File: src/rtl/rxsleep_pkg.sv
package rxsleep_pkg;
  // ****************************************
  // Register offsets (APB byte addresses)
  // ****************************************
  localparam int          ADDR_W        = 8;
  localparam logic [7:0]  OFS_CMD       = 8'h00;
  localparam logic [7:0]  OFS_STATUS    = 8'h04;
  localparam logic [7:0]  OFS_OPEN      = 8'h08;
  localparam logic [7:0]  OFS_NOTE_ACK  = 8'h0c;
  localparam logic [7:0]  OFS_ACCESS    = 8'h10;
  localparam logic [7:0]  OFS_WINDOW    = 8'h14;
  localparam logic [7:0]  OFS_HOST_RESP = 8'h18;
  localparam logic [7:0]  OFS_BUSY      = 8'h1c;
  // ****************************************
  // Command and return codes
  // ****************************************
  localparam logic [7:0]  CMD_RX_FILTER = 8'h1f;
  localparam logic [7:0]  CMD_SLEEP     = 8'h05;
  localparam logic [7:0]  RC_OK         = 8'h00;
  localparam logic [7:0]  RC_BAD_CMD    = 8'h01;
  localparam logic [7:0]  RC_CLOSED     = 8'h04;
  localparam logic [7:0]  RC_BAD_OPT    = 8'h06;
  localparam logic [7:0]  RC_NO_BUF     = 8'h20;
  localparam logic [15:0] RXOPT_NORMAL  = 16'h0000;
  localparam logic [15:0] RXOPT_MAC     = 16'h0002;
  localparam logic [15:0] RXOPT_PROMISC = 16'h0004;
  localparam logic [15:0] RXOPT_LLC_ALL = 16'h0006;
  localparam logic [15:0] WAKE_MAGIC    = 16'h0001;
  localparam logic [15:0] WAKE_PATTERN  = 16'h0002;
  localparam logic [15:0] WAKE_BOTH     = 16'h0003;
  localparam int          OPEN_FWD_BIT  = 15;
  localparam int          OPEN_FWD_HI   = 4;
  localparam int          OPEN_FWD_LO   = 3;
  // ****************************************
  // Request block and local access
  // ****************************************
  localparam logic [7:0]  NOTE_RX       = 8'h81;
  localparam logic [7:0]  NOTE_RING     = 8'h84;
  localparam logic [7:0]  NCB_I_FRAME   = 8'h04;
  localparam logic [19:0] NOTE_BASE     = 20'hd08a0;
  localparam logic [19:0] NOTE_BYTES    = 20'h00010;
  localparam int          NOTE_WORDS    = 8;
  localparam int          NOTE_IDX_W    = 3;
  localparam logic [3:0]  OP_PRIV_READ  = 4'h1;
  localparam logic [15:0] CHAIN_END     = 16'h0000;
  localparam logic [15:0] CHAIN_STEP    = 16'h0002;
  // ****************************************
  // Field positions and reset values
  // ****************************************
  localparam int          ST_DONE       = 8;
  localparam int          ST_BUSY       = 9;
  localparam int          ST_OPEN       = 10;
  localparam int          ST_ASLEEP     = 11;
  localparam int          ST_PENDING    = 12;
  localparam int          ST_LBUSY      = 13;
  localparam int          OPEN_EN_BIT   = 16;
  localparam int          ACC_OP_LSB    = 20;
  localparam int          ACC_WORD_BIT  = 24;
  localparam logic [15:0] RST_RXOPT     = 16'h0000;

  typedef enum logic [1:0] {CMD_IDLE, CMD_EXEC, CMD_SLEEP_ENTER} cmd_state_e;
  typedef enum logic [1:0] {NOTE_IDLE, NOTE_FILL, NOTE_POST} note_state_e;
endpackage : rxsleep_pkg

File: src/rtl/rx_filter_decide.sv
`timescale 1ns/100ps
module rx_filter_decide #(
  parameter int OPT_W = 16
) (
  input  wire logic [OPT_W-1:0] rx_opt,
  input  wire logic [15:0]      open_opt,
  input  wire logic             is_mac,
  input  wire logic             addr_match,
  output logic                  accept,
  output logic                  forward
);
  import rxsleep_pkg::*;

  generate
    if (OPT_W < 16) begin : g_bad_width
      $error("rx option width below 16");
    end
  endgenerate

  logic mac_fwd;
  logic promisc;

  assign mac_fwd = open_opt[OPEN_FWD_BIT] | open_opt[OPEN_FWD_HI] | open_opt[OPEN_FWD_LO];
  assign promisc = (rx_opt[15:0] == RXOPT_PROMISC);

  always_comb begin
    unique case (rx_opt[15:0])
      RXOPT_MAC:     accept = is_mac & addr_match;
      RXOPT_PROMISC: accept = 1'b1;
      RXOPT_LLC_ALL: accept = is_mac ? addr_match : 1'b1;
      default:       accept = addr_match;
    endcase
    // MAC frames reach the host only with open-time forwarding or promiscuous
    forward = accept & (is_mac ? (mac_fwd | promisc) : 1'b1);
  end
endmodule : rx_filter_decide

File: src/rtl/request_block_store.sv
`timescale 1ns/100ps
module request_block_store #(
  parameter int WORDS = 8,
  parameter int WIDTH = 16,
  parameter int IDX_W = 3
) (
  input  wire logic             clk,
  input  wire logic             rst_n,
  input  wire logic             we,
  input  wire logic [IDX_W-1:0] waddr,
  input  wire logic [WIDTH-1:0] wdata,
  input  wire logic [IDX_W-1:0] raddr,
  output logic      [WIDTH-1:0] rdata
);
  generate
    if (WORDS > (1 << IDX_W) || WORDS < 2) begin : g_bad_depth
      $error("request block depth does not fit index");
    end
  endgenerate

  typedef struct packed {
    logic [WORDS-1:0][WIDTH-1:0] mem;
  } store_s;

  store_s st;
  store_s next_st;

  always_comb begin
    next_st = st;
    if (we) begin
      next_st.mem[waddr] = wdata;
    end
  end

  always_ff @(posedge clk) begin
    if (!rst_n) begin
      st <= '0;
    end else begin
      st <= next_st;
    end
  end

  assign rdata = st.mem[raddr];
endmodule : request_block_store

File: src/rtl/rx_filter_sleep_arb_notify.sv
`timescale 1ns/100ps
module rx_filter_sleep_arb_notify (
  input  wire logic                            clk,
  input  wire logic                            rst_n,
  input  wire logic                            psel,
  input  wire logic                            penable,
  input  wire logic                            pwrite,
  input  wire logic [rxsleep_pkg::ADDR_W-1:0]  paddr,
  input  wire logic [31:0]                     pwdata,
  output logic      [31:0]                     prdata,
  output logic                                 pready,
  output logic                                 pslverr,
  input  wire logic                            frame_valid,
  input  wire logic                            frame_is_mac,
  input  wire logic                            frame_addr_match,
  input  wire logic                            frame_magic_hit,
  input  wire logic                            frame_pattern_hit,
  input  wire logic [7:0]                      frame_ncb,
  input  wire logic [15:0]                     frame_station,
  input  wire logic [15:0]                     frame_buf,
  input  wire logic [15:0]                     frame_len,
  input  wire logic [15:0]                     frame_next_buf,
  input  wire logic                            frame_last,
  input  wire logic                            ring_status_valid,
  input  wire logic [15:0]                     ring_status,
  output logic                                 frame_accept,
  output logic                                 frame_forward,
  output logic                                 frame_to_local,
  output logic                                 llc_tx_enable,
  output logic                                 ring_inserted,
  output logic                                 host_irq,
  output logic                                 wake_irq,
  output logic                                 local_busy,
  output logic      [15:0]                     chain_link
);
  import rxsleep_pkg::*;

  typedef struct packed {
    cmd_state_e             cst;
    logic [7:0]             cmd_code;
    logic [15:0]            cmd_opt;
    logic [7:0]             ret;
    logic                   done;
    logic                   is_open;
    logic [15:0]            open_opt;
    logic [15:0]            rx_opt;
    logic [15:0]            wake_sel;
    logic                   asleep;
    logic                   wake_irq;
    note_state_e            nst;
    logic [NOTE_IDX_W-1:0]  widx;
    logic [7:0]             ncode;
    logic [15:0]            nbuf;
    logic [15:0]            nlen;
    logic [15:0]            nstat;
    logic [7:0]             nncb;
    logic                   pending;
    logic                   rs_wait;
    logic [15:0]            rs_val;
    logic [19:0]            ptr;
    logic [3:0]             op;
    logic                   wsize;
    logic [7:0]             last_ncb;
    logic                   local_busy;
    logic [15:0]            chain;
    logic [31:0]            prdata;
    logic                   pslverr;
  } state_s;

  state_s                 st;
  state_s                 next_st;
  logic                   wr_acc;
  logic                   rd_setup;
  logic                   hit;
  logic [31:0]            rd_word;
  logic                   flt_accept;
  logic                   flt_forward;
  logic                   mem_we;
  logic [15:0]            mem_wdata;
  logic [15:0]            mem_rdata;
  logic [19:0]            win_off;
  logic                   win_ok;
  logic                   note_free;
  logic                   wake_match;

  // ****************************************
  // Sub-blocks
  // ****************************************
  rx_filter_decide #(.OPT_W(16)) u_filter (
    .rx_opt     (st.rx_opt),
    .open_opt   (st.open_opt),
    .is_mac     (frame_is_mac),
    .addr_match (frame_addr_match),
    .accept     (flt_accept),
    .forward    (flt_forward)
  );

  request_block_store #(.WORDS(NOTE_WORDS), .WIDTH(16), .IDX_W(NOTE_IDX_W)) u_store (
    .clk   (clk),
    .rst_n (rst_n),
    .we    (mem_we),
    .waddr (st.widx),
    .wdata (mem_wdata),
    .raddr (win_off[NOTE_IDX_W:1]),
    .rdata (mem_rdata)
  );

  // ****************************************
  // APB decode and read mux
  // ****************************************
  assign wr_acc   = psel & penable & pwrite;
  assign rd_setup = psel & ~penable & ~pwrite;
  assign pready   = 1'b1;
  assign win_off  = st.ptr - NOTE_BASE;
  assign win_ok   = (st.op == OP_PRIV_READ) && (st.ptr >= NOTE_BASE)
                    && (win_off < NOTE_BYTES);

  always_comb begin
    hit     = 1'b1;
    rd_word = 32'h0000_0000;
    unique case (paddr)
      OFS_CMD:       rd_word = {8'h00, st.cmd_opt, st.cmd_code};
      OFS_STATUS:    rd_word = {18'h00000, st.local_busy, st.pending, st.asleep,
                                st.is_open, (st.cst != CMD_IDLE), st.done, st.ret};
      OFS_OPEN:      rd_word = {15'h0000, st.is_open, st.open_opt};
      OFS_NOTE_ACK:  rd_word = 32'h0000_0000;
      OFS_ACCESS:    rd_word = {7'h00, st.wsize, st.op, st.ptr};
      // Window reads only look; the pointer stays put
      OFS_WINDOW: begin
        if (win_ok) begin
          if (st.wsize) begin
            rd_word = {16'h0000, mem_rdata};
          end else begin
            rd_word = {24'h000000, win_off[0] ? mem_rdata[15:8] : mem_rdata[7:0]};
          end
        end
      end
      OFS_HOST_RESP: rd_word = {24'h000000, st.last_ncb};
      OFS_BUSY:      rd_word = {31'h00000000, st.local_busy};
      default:       hit = 1'b0;
    endcase
  end

  // ****************************************
  // Notice word layout
  // ****************************************
  always_comb begin
    unique case (st.widx)
      3'd0:    mem_wdata = {8'h00, st.ncode};
      3'd3:    mem_wdata = (st.ncode == NOTE_RING) ? st.nstat : st.nbuf;
      3'd5:    mem_wdata = st.nlen;
      3'd6:    mem_wdata = {8'h00, st.nncb};
      default: mem_wdata = 16'h0000;
    endcase
  end

  assign mem_we     = (st.nst == NOTE_FILL);
  assign note_free  = (st.nst == NOTE_IDLE) && !st.pending && (st.cst == CMD_IDLE);
  assign wake_match = ((st.wake_sel != WAKE_PATTERN) && frame_magic_hit)
                    | ((st.wake_sel != WAKE_MAGIC) && frame_pattern_hit);

  // ****************************************
  // Next state
  // ****************************************
  always_comb begin
    next_st          = st;
    next_st.wake_irq = 1'b0;
    if (rd_setup) begin
      next_st.prdata  = rd_word;
      next_st.pslverr = !hit;
    end
    if (psel & ~penable & pwrite) begin
      next_st.pslverr = !hit;
    end
    // Register writes; hardware sets later in this block win over clears
    if (wr_acc) begin
      unique case (paddr)
        OFS_CMD: begin
          // Asleep: dropped with no response at all
          if (!st.asleep && st.cst == CMD_IDLE) begin
            next_st.cmd_code = pwdata[7:0];
            next_st.cmd_opt  = pwdata[23:8];
            next_st.done     = 1'b0;
            next_st.cst      = CMD_EXEC;
          end
        end
        OFS_OPEN: begin
          next_st.open_opt = pwdata[15:0];
          next_st.is_open  = pwdata[OPEN_EN_BIT];
        end
        OFS_NOTE_ACK:  next_st.pending = 1'b0;
        OFS_ACCESS: begin
          next_st.ptr   = pwdata[19:0];
          next_st.op    = pwdata[ACC_WORD_BIT-1:ACC_OP_LSB];
          next_st.wsize = pwdata[ACC_WORD_BIT];
        end
        OFS_HOST_RESP: begin
          if (pwdata[7:0] == RC_NO_BUF && st.last_ncb == NCB_I_FRAME) begin
            next_st.local_busy = 1'b1;
          end
        end
        OFS_BUSY: begin
          if (pwdata[0] && !(st.local_busy && !next_st.local_busy)) begin
            next_st.local_busy = 1'b0;
          end
        end
        default: ;
      endcase
    end

    // Command interpreter
    unique case (st.cst)
      CMD_IDLE: ;
      CMD_EXEC: begin
        next_st.done = 1'b1;
        next_st.cst  = CMD_IDLE;
        unique case (st.cmd_code)
          CMD_RX_FILTER: begin
            if (!st.is_open) begin
              next_st.ret = RC_CLOSED;
            end else if (st.cmd_opt == RXOPT_NORMAL || st.cmd_opt == RXOPT_MAC
                      || st.cmd_opt == RXOPT_PROMISC || st.cmd_opt == RXOPT_LLC_ALL) begin
              next_st.rx_opt = st.cmd_opt;
              next_st.ret    = RC_OK;
            end else begin
              next_st.ret = RC_BAD_OPT;
            end
          end
          CMD_SLEEP: begin
            if (!st.is_open) begin
              next_st.ret = RC_CLOSED;
            end else if (st.cmd_opt == WAKE_MAGIC || st.cmd_opt == WAKE_PATTERN
                      || st.cmd_opt == WAKE_BOTH) begin
              next_st.wake_sel = st.cmd_opt;
              next_st.ret      = RC_OK;
              next_st.cst      = CMD_SLEEP_ENTER;
            end else begin
              next_st.ret = RC_BAD_OPT;
            end
          end
          default: next_st.ret = RC_BAD_CMD;
        endcase
      end
      // Response is already posted when sleep begins
      CMD_SLEEP_ENTER: begin
        next_st.asleep = 1'b1;
        next_st.cst    = CMD_IDLE;
      end
    endcase

    // Receive path
    if (frame_valid && (frame_to_local || flt_accept)) begin
      next_st.chain = frame_last ? CHAIN_END : frame_next_buf + CHAIN_STEP;
    end
    if (st.asleep) begin
      if (frame_valid && !frame_is_mac && wake_match && !st.wake_irq) begin
        next_st.wake_irq = 1'b1;
      end
      if (st.wake_irq) begin
        next_st.asleep = 1'b0;
      end
    end else if (st.is_open) begin
      // A receive notice arriving while the block is busy is lost, not queued
      if (frame_valid && flt_forward && note_free) begin
        next_st.ncode    = NOTE_RX;
        next_st.nbuf     = frame_buf;
        next_st.nlen     = frame_len;
        next_st.nncb     = frame_ncb;
        next_st.last_ncb = frame_ncb;
        next_st.nst      = NOTE_FILL;
        next_st.widx     = '0;
      end else if (st.rs_wait && note_free) begin
        next_st.ncode   = NOTE_RING;
        next_st.nstat   = st.rs_val;
        next_st.nbuf    = 16'h0000;
        next_st.nlen    = 16'h0000;
        next_st.nncb    = 8'h00;
        next_st.rs_wait = 1'b0;
        next_st.nst     = NOTE_FILL;
        next_st.widx    = '0;
      end
      // Latest status kept; reported once the block frees
      if (ring_status_valid) begin
        next_st.rs_wait = 1'b1;
        next_st.rs_val  = ring_status;
      end
    end

    // Notice engine: all words written before the flag
    unique case (st.nst)
      NOTE_IDLE: ;
      NOTE_FILL: begin
        if (st.widx == NOTE_IDX_W'(NOTE_WORDS - 1)) begin
          next_st.nst = NOTE_POST;
        end else begin
          next_st.widx = st.widx + 3'd1;
        end
      end
      NOTE_POST: begin
        next_st.pending = 1'b1;
        next_st.nst     = NOTE_IDLE;
      end
    endcase
  end

  always_ff @(posedge clk) begin
    if (!rst_n) begin
      st        <= '0;
      st.cst    <= CMD_IDLE;
      st.nst    <= NOTE_IDLE;
      st.rx_opt <= RST_RXOPT;
    end else begin
      st <= next_st;
    end
  end

  // ****************************************
  // Outputs
  // ****************************************
  assign prdata         = st.prdata;
  assign pslverr        = st.pslverr;
  assign frame_accept   = frame_valid & ~st.asleep & st.is_open & flt_accept;
  assign frame_forward  = frame_accept & flt_forward;
  assign frame_to_local = frame_valid & st.asleep & ~frame_is_mac;
  assign llc_tx_enable  = st.is_open & ~st.asleep;
  assign ring_inserted  = st.is_open;
  assign host_irq       = st.pending;
  assign wake_irq       = st.wake_irq;
  assign local_busy     = st.local_busy;
  assign chain_link     = st.chain;
endmodule : rx_filter_sleep_arb_notify

File: config.mk
export PLATFORM = sky130hd
export DESIGN_NAME = rx_filter_sleep_arb_notify
export DESIGN_NICKNAME = d
export VERILOG_FILES = /design/src/rtl/rxsleep_pkg.sv /design/src/rtl/rx_filter_decide.sv /design/src/rtl/request_block_store.sv /design/src/rtl/rx_filter_sleep_arb_notify.sv
export SDC_FILE = /design/constraint.sdc
export NUM_CORES = 1
export LEC_CHECK = 0
export BUFFER_PORTS_ARGS = -buffer_cell sky130_fd_sc_hd__buf_2
export CAP_MARGIN = 20
export CORE_MARGIN = 8
export CORE_UTILIZATION = 50
export DETAILED_ROUTE_END_ITERATION = 12
export PLACE_DENSITY_LB_ADDON = 0.2
export SLEW_MARGIN = 20
export SYNTH_ARGS = -nofsm -noshare
export SYNTH_HDL_FRONTEND = slang
export SYNTH_HIERARCHICAL = 1
export SYNTH_SLANG_ARGS = --single-unit
File: constraint.sdc
create_clock -name clk -period 4.5 [get_ports clk]
set_input_delay 0.225 -clock clk [delete_from_list [all_inputs] [get_ports clk]]
set_output_delay 0.225 -clock clk [all_outputs]
set_load 0.1 [all_outputs]
Word level (Yosys, flattened, before mapping) --
Index checks and enable logic that the tools add are counted. Widths: inputs -> output; s select.
Operators by class: $lt $le $gt $ge 5, equality and inequality tests 34, bitwise operators 23, muxes and demuxes 58, $add $sub $neg 3, reductions and logical operators 61
Operators with widths (number):
- $mux 69 | 3
- $pmux 25 s7 | 1
- $bwmux 128 | 1
- $mux 16 | 7
- $mux 26 | 3
- $eq 16x3->1 const B | 4
- $pmux 16 s4 | 1
- $bmux 16 s3 | 1
- $demux 16 s3 | 1
- $eq 16x2->1 const B | 3
- $mux 45 | 1
- $eq 8x5->1 const B | 5
- $mux 17 | 2
- $mux 8 | 4
- $eq 8x3->1 const B | 3
- $ge 20x20->1 const B | 1
- $lt 20x5->1 const B | 1
- $reduce_and 4->1 | 5
- $reduce_bool 2->1 | 10
- $sub 20x20->20 const B | 1
- $mux 1 | 18
- $mux 18 | 1
- $reduce_and 3->1 | 6
- $add 16x2->16 const B | 1
- 34 further kinds | 100
Storage, ports and cells: bits of input ports 140, output and inout bits 58, logic and storage cells 221, register bits 377

Logic depth before layout (Yosys ltp) --
Gate-level depths: netlist of run 1.
depth after elaboration 12, depth in mapped cells 12, mapped depth without buffers 9

By module --
The synthesis of run 1 kept the hierarchy.
Modules (own cells, without submodules):
- rx_filter_sleep_arb_notify | area each 10809.1 µm², cells each 1290, seq. area each 4784.6 µm², instances 1
- request_block_store | area each 6099.6 µm², cells each 647, seq. area each 2562.5 µm², instances 1
- rx_filter_decide | area each 82.6 µm², cells each 14, seq. area each 0.0 µm², instances 1

Least setup slack after synthesis of run 1 --
No wires, ideal clock.
path type register to output, from register st, in the netlist ring_inserted, to output frame_forward, data required time 4.275 ns, buffers on the path 1, slack 0.265 ns, arrival time 4.010 ns, cell stages (with the launch flop) 5, cells stage by stage dfxtp_1 > nor2b_1 > clkbuf_1 > and3_1 > and2_1
Between the ends: cells in the longest elaborated chain, start to end 3
RTL lines:
- start: declaration | line rx_filter_sleep_arb_notify.sv:70 | state_s st;
- start signal: assignment | line rx_filter_sleep_arb_notify.sv:313 | st <= next_st;
- $and 1x1->1 (2 in a row) | line rx_filter_sleep_arb_notify.sv:322 | assign frame_accept = frame_valid & ~st.asleep & st.is_open & flt_accept;
- net frame_accept | line rx_filter_sleep_arb_notify.sv:26 | output logic frame_accept,
- $and 1x1->1 | line rx_filter_sleep_arb_notify.sv:323 | assign frame_forward = frame_accept & flt_forward;
- end: declaration | line rx_filter_sleep_arb_notify.sv:27 | output logic frame_forward,
The timed path passes the listed nets, and every way through them passes these cells.

==> impl_metrics.csv, run 1 <==
group,metric,value,unit
synthesis,synth_top_area_share,43.2,%
clock_tree,cts-resized-gates,0,
die,dieHeight,200,µm
final_layout,area_delta_synth_final,14.7,%
global_route,grt_max_degree,132,
synthesis,synth-simple-area-share,21.7,%
synthesis,yosysTopAreaCell,"dfxtp_1",
clock_tree,path_clk_slew,0.06,ns
setup_path,cp_data_arrival_time,3.29,ns
clock_tree,cts_buffers,40,
routing,firstDrtPassIters,6,
clock_tree,cts_buffer_depth,3,
die,die_area,0.0401,mm²
timing,setup_ws,1.61,ns
synthesis,synth_area_leaders,"dfxtp_1 43%, nand2_1 11%, a21oi_1 4.7%",
global_route,grt_usage,22.9,%
setup_path,cp-end-kind,"register",
setup_path,r2r_setup_slack,1.61,ns
pwr,power,0.00698,W
final_layout,fin_area,0.0195,mm²
setup_path,crit_type,"reg2reg",
global_route,antenna_found_initial,2,
timing,worst-slew-pin-transition,1.10,ns
timing,period_share,64.3,%
global_route,grt_pass1_wl,76400,µm
synthesis,synth_seq_cells,367,
setup_path,crit_path_max_fanout,20,
routing,post_drt_wl_per_cell,18.9,µm
routing,antenna_left,0,
final_layout,fillerInstances,3012,
timing,fmax,345,MHz
global_route,overflow,0,
routing,via_per_inst,5.61,
timing,hold_violations,0,
synthesis,synthXorXnorAreaFrac,0.773,%
synthesis,synthFlopType,"dfxtp_1",
global_route,grt_pass1_vias,13800,
min_path,hp-class,"in2reg",
setup_path,worstPathRequired,4.90,ns
synthesis,syn_avg_cell_area,8.71,µm²
synthesis,ys.warnings.count,6,
timing,fin_skew,0.0138,ns
final_layout,drive_gt1_share,16.5,%
die,rows,67,
pwr,power.density,358,mW/mm²
clock_tree,cts_tree,"yes",
synthesis,synth_compound_area_share,15.8,%
die,core,0.0335,mm²
placed_design,post_dp_cell_area,0.0173,mm²
pwr,power_leakage,7.01,nW
die,initial_core_util,50.7,%
timing,finalSetupViolCount,0,
synthesis,synth_mux_area_share,9.78,%
clock_tree,clock_latency,0.53,ns
synthesis,synth_edf_count,0,
clock_tree,post_cts_buffers,0,
placed_design,dp_hpwl,32200,µm
die,die_w,200,µm
timing,fin_crit,2.89,ns
pwr,peakVddDrop,0.229,mV
synthesis,seq_area_frac_synth,43.2,%
timing,setup_tns,0,ns
timing,relSlewSlack,26.4,%
synthesis,synth_cell_type_count,81,
status,status,"completed",
placed_design,place_ws,1.65,ns
synthesis,synth_fa_ha_area_share,1.03,%
synthesis,async_flop_share,0,%
synthesis,synth_cells,1951,
routing,wl,47900,µm
placed_design,routabilityCongestion,0.927,
setup_path,start_kind,"register",
clock_tree,h-tree-depth,2,
placed_design,portBuffers,166,
flow_run,maxCapViolCount,0,
timing,rsz0062_at_grt,"false",
final_layout,final_util,58.1,%
clock_tree,clock-sinks,367,
final_layout,fin_nets,2206,
synthesis,synth_top_family_by_area,"simple AND/OR/NAND/NOR gates",
timing,maxSlewViolCount,0,
die,io_pins,198,
synthesis,synth.cell_area,0.0170,mm²
clock_tree,root_buffer,"clkbuf_16",
clock_tree,ctsHoldBuffers,78,
routing,drc_errors,0,
routing,dr_total_vias,14200,
routing,drt_iter0_markers,1101,
layer usage:
layer	part of all wire [%]	vias up	routed length [µm]	global-route usage (%)
met1	43	6801	20800	30.2
met3	6.0	82	2880	3.45
met5	0	-	0	0
met4	2.3	0	1130	6.62
met2	48	475	23100	38.6
li1	-	6852	-	-
layout by cell type, fill, tap and decap left out, drive strengths merged, types with 12 or more instances in the layout:
cell | Yosys | final
nor4 | 13 | 13
dlygate4sd3 | 0 | 78
a22oi | 34 | 34
clkbuf | 81 | 60
dfxtp | 367 | 367
mux2 | 34 | 34
inv | 24 | 25
o21ai | 30 | 30
buf | 122 | 178
mux2i | 40 | 40
nand3 | 51 | 51
and3 | 12 | 12
nor3 | 20 | 20
nor2 | 85 | 85
nand2 | 519 | 519
mux4 | 37 | 37
a21oi | 159 | 159
and2 | 35 | 35
a21boi | 128 | 128
ha | 14 | 14
worst max-delay path, cell delays in order, from the launching register on:
cell and delay, ns:
dfxtp_1 0.71, inv_1 0.14, ha_1 0.20, and2_1 0.33
a222oi_1 0.82, inv_1 0.34, nand2_1 0.14, a21boi_0 0.08
report_power, final:
part / leakage [nW] / switching, W / internal (W) / total (W)
sequential: 2.96 / 0.00000298 / 0.00325 / 0.00326
clock: 0.678 / 0.00133 / 0.00207 / 0.00339
combinational: 3.37 / 0.000208 / 0.000126 / 0.000334
cell usage after synthesis (14+ instances only):
cell / instances
nor2_1: 82
nor3_1: 18
a21boi_1: 58
nand2_1: 518
mux2i_1: 40
nand3_1: 50
a22oi_1: 34
mux4_2: 33
a21boi_0: 70
o21ai_0: 14
a21oi_1: 159
buf_4: 74
clkbuf_1: 80
buf_2: 30
ha_1: 14
inv_1: 24
dfxtp_1: 367
mux2_2: 26
and2_1: 34
registers in the layout (all words and copies together) (netlist names):
name,count
prdata,25
host_irq,1
local_busy,1
chain_link,16
u_store/st,128
st,193
pslverr,1
ring_inserted,1
wake_irq,1
kinds of logic after synthesis:
logic type,Yosys count
XOR/XNOR,15
buffers and inverters,228
flip-flops,367
AO/OA/AOI/OAI,407
other,2
adder cells (fa/ha/maj),14
AND/OR/NAND/NOR,807
multiplexers,111
per-stage QoR:
stage / instances / hold slack [ns]
floorplan: 1957 / 0.335
global placement: 2380 / 0.435
detailed placement: 2380 / 0.440
CTS: 2531 / 0.000714
global route: 2533 / 0.0146
finish: 2533 / 0.0189
path summary, 6_finish.rpt:
path	start	depth (start not counted)	endpoint
worst max register to register	st[166]	7	u_store/st[17]
worst min register to register	u_store/st[1]	2	u_store/st[1]
worst min-delay path	pwdata[4]	3	st[67]
worst max-delay path	st[166]	7	u_store/st[17]
cell type report:
class / count / area [µm²] / share of cell area, %
diodes: 2 / 5.00 / 0.0257
clock buffers: 60 / 1230 / 6.30
clock inverters: 13 / 163 / 0.835
inverters: 25 / 98.8 / 0.507
multi-input cells: 1362 / 8360 / 42.9
flip-flops and latches: 367 / 7350 / 37.7
well taps: 448 / 561 / 2.88
repair buffers: 256 / 1720 / 8.83
Power figures use the tool's default switching activity.
==> run 2: changes to the inputs <==
clock period = 2.48 ns   (was 4.5 ns; I/O delays follow)
==> impl_metrics.csv, run 2 (synthesized netlist as in run 1, its figures left out) <==
group,metric,value,unit
routing,antenna_left,0,
pwr,p_sw,0.00282,W
final_layout,layout_commonest_cell,"nand2_1",
flow_run,maxCapViolCount,0,
final_layout,fin_nets,2277,
setup_path,crit_type,"reg2reg",
timing,hold_violations,0,
routing,wl,49300,µm
pwr,power.density,631,mW/mm²
pwr,p_int,0.00990,W
die,dieHeight,200,µm
final_layout,drive_gt1_share,18.7,%
pwr,power_leakage,7.37,nW
status,status,"completed",
timing,setup_tns,0,ns
clock_tree,cts_tree,"yes",
pwr,combPwrFrac,5.1,%
global_route,grt_usage,23.4,%
clock_tree,clock_latency,0.53,ns
final_layout,final_cell_mix,"518 x nand2_1, 364 x dfxtp_1, 163 x buf_2",
clock_tree,cts_buffer_depth,3,
final_layout,area_delta_synth_final,18.7,%
placed_design,dp_hpwl,33400,µm
die,core,0.0335,mm²
die,die_area,0.0401,mm²
routing,drt_iter0_markers,1029,
global_route,grt_max_degree,134,
pwr,p_seq_share,46.4,%
setup_path,start_kind,"register",
clock_tree,cts_buffers,39,
final_layout,top_register,"st",
timing,fin_crit,2.36,ns
setup_path,r2r_setup_slack,0.12,ns
routing,post_drt_wl_per_cell,18.9,µm
placed_design,routabilityCongestion,0.939,
final_layout,largest_register_ffs,193,
timing,relSlewSlack,41.6,%
timing,finalSetupViolCount,0,
timing,fmax,423,MHz
setup_path,crit_path_max_fanout,11,
timing,period_share,95.3,%
routing,dr_total_vias,14500,
setup_path,cp-end-kind,"register",
die,initial_core_util,50.7,%
pwr,peakVddDrop,0.459,mV
clock_tree,path_clk_slew,0.06,ns
timing,worst-slew-pin-transition,0.875,ns
clock_tree,post_cts_buffers,0,
setup_path,r2r-end,"prdata[4]",
global_route,antenna_found_initial,6,
timing,maxSlewViolCount,0,
setup_path,r2r_cells,7,
min_path,hp-class,"in2reg",
placed_design,portBuffers,166,
global_route,grt_pass1_vias,14200,
placed_design,post_dp_cell_area,0.0178,mm²
routing,drc_errors,0,
setup_path,cp_data_arrival_time,2.82,ns
setup_path,r2r_start,"st[68]",
die,die_w,200,µm
timing,hold-worst-slack,0.0258,ns
routing,firstDrtPassIters,6,
min_path,worstHoldStart,"frame_next_buf[6]",
global_route,grt_pass1_wl,77300,µm
min_path,hold_end,"chain_link[8]",
final_layout,final_util,60.1,%
setup_path,worstPathRequired,2.93,ns
clock_tree,clock-sinks,367,
routing,via_per_inst,5.56,
pwr,p_sw_share,22.2,%
clock_tree,root_buffer,"clkbuf_16",
timing,fin_skew,0.0111,ns
die,rows,67,
clock_tree,h-tree-depth,2,
min_path,hold_path_depth,5,
die,io_pins,198,
final_layout,fin_area,0.0202,mm²
global_route,overflow,0,
timing,rsz0062_at_grt,"false",
pwr,clkPwrFrac,48.5,%
-- run 2: cell types whose count changed in the layout (fill, tap and decap cells not counted), sizes merged --
cell | previous run | this run
buf | 178 | 233
dlygate4sd3 | 78 | 95
clkbuf | 60 | 53
diode | 2 | 7
bufinv | 3 | 6
clkinv | 7 | 10
clkinvlp | 3 | 2
inv | 25 | 26
-- run 2: final cells by class --
type,count,area [µm²]
Sequential cell,367,7350
Clock inverter,19,288
Clock buffer,53,1090
Timing Repair Buffer,328,2380
Fill cell,2980,13400
Inverter,25,98.8
Tap cell,448,561
Multi-Input combinational cell,1362,8380
Antenna cell,7,17.5
-- run 2: critical path, stage by stage (launching register included) --
cell and delay (ns):
dfxtp_1 0.44, inv_1 0.10, ha_1 0.30, nor4bb_1 0.30
nand4_1 0.25, a2111oi_4 0.34, nand3_2 0.34, o21ai_1 0.21
-- run 2: power groups by stage --
stage | registers (W) | clock network [W] | logic, W
after floorplan | 0.00605 | 0 | 0.000326
after global placement | 0.00604 | 0 | 0.000514
after detailed placement | 0.00604 | 0 | 0.000514
after CTS | 0.00591 | 0.00626 | 0.000634
after global routing | 0.00591 | 0.00652 | 0.000680
final | 0.00591 | 0.00617 | 0.000644
-- run 2: worst max-delay path by stage --
stage                             start            end  cells past startpoint
after floorplan           ring_inserted  frame_forward                      4
after global placement          st[202]        st[168]                      9
after detailed placement        st[202]        st[168]                      9
after CTS                       st[202]  frame_forward                      7
after global routing            st[202]  frame_forward                      7
final                            st[68]      prdata[4]                      7
-- run 2: repair_timing --
item                       4_1_cts  5_1_grt
hold endpoints to repair       143        0
setup endpoints to repair        2       29
hold buffers                    95        0
gates resized for setup          3        4
pin swaps                        0        1
-- run 2: metal layers --
metal | vias to the layer above | GRT usage [%] | wire length (µm)
met1 | 7004 | 29.5 | 21100
met3 | 81 | 3.60 | 3020
met4 | 0 | 6.81 | 1150
met2 | 438 | 40.8 | 24000
li1 | 6990 | - | -
met5 | - | 0 | 0
-- run 2: per-stage QoR --
stage | power (W) | setup slack [ns] | cells
2_1_floorplan | 0.00637 | -0.0538 | 1957
3_3_place_gp | 0.00655 | 0.246 | 2435
3_5_place_dp | 0.00655 | 0.211 | 2435
4_1_cts | 0.0128 | 0.0314 | 2602
5_1_grt | 0.0131 | 0.0226 | 2609
6_report | 0.0127 | 0.117 | 2609
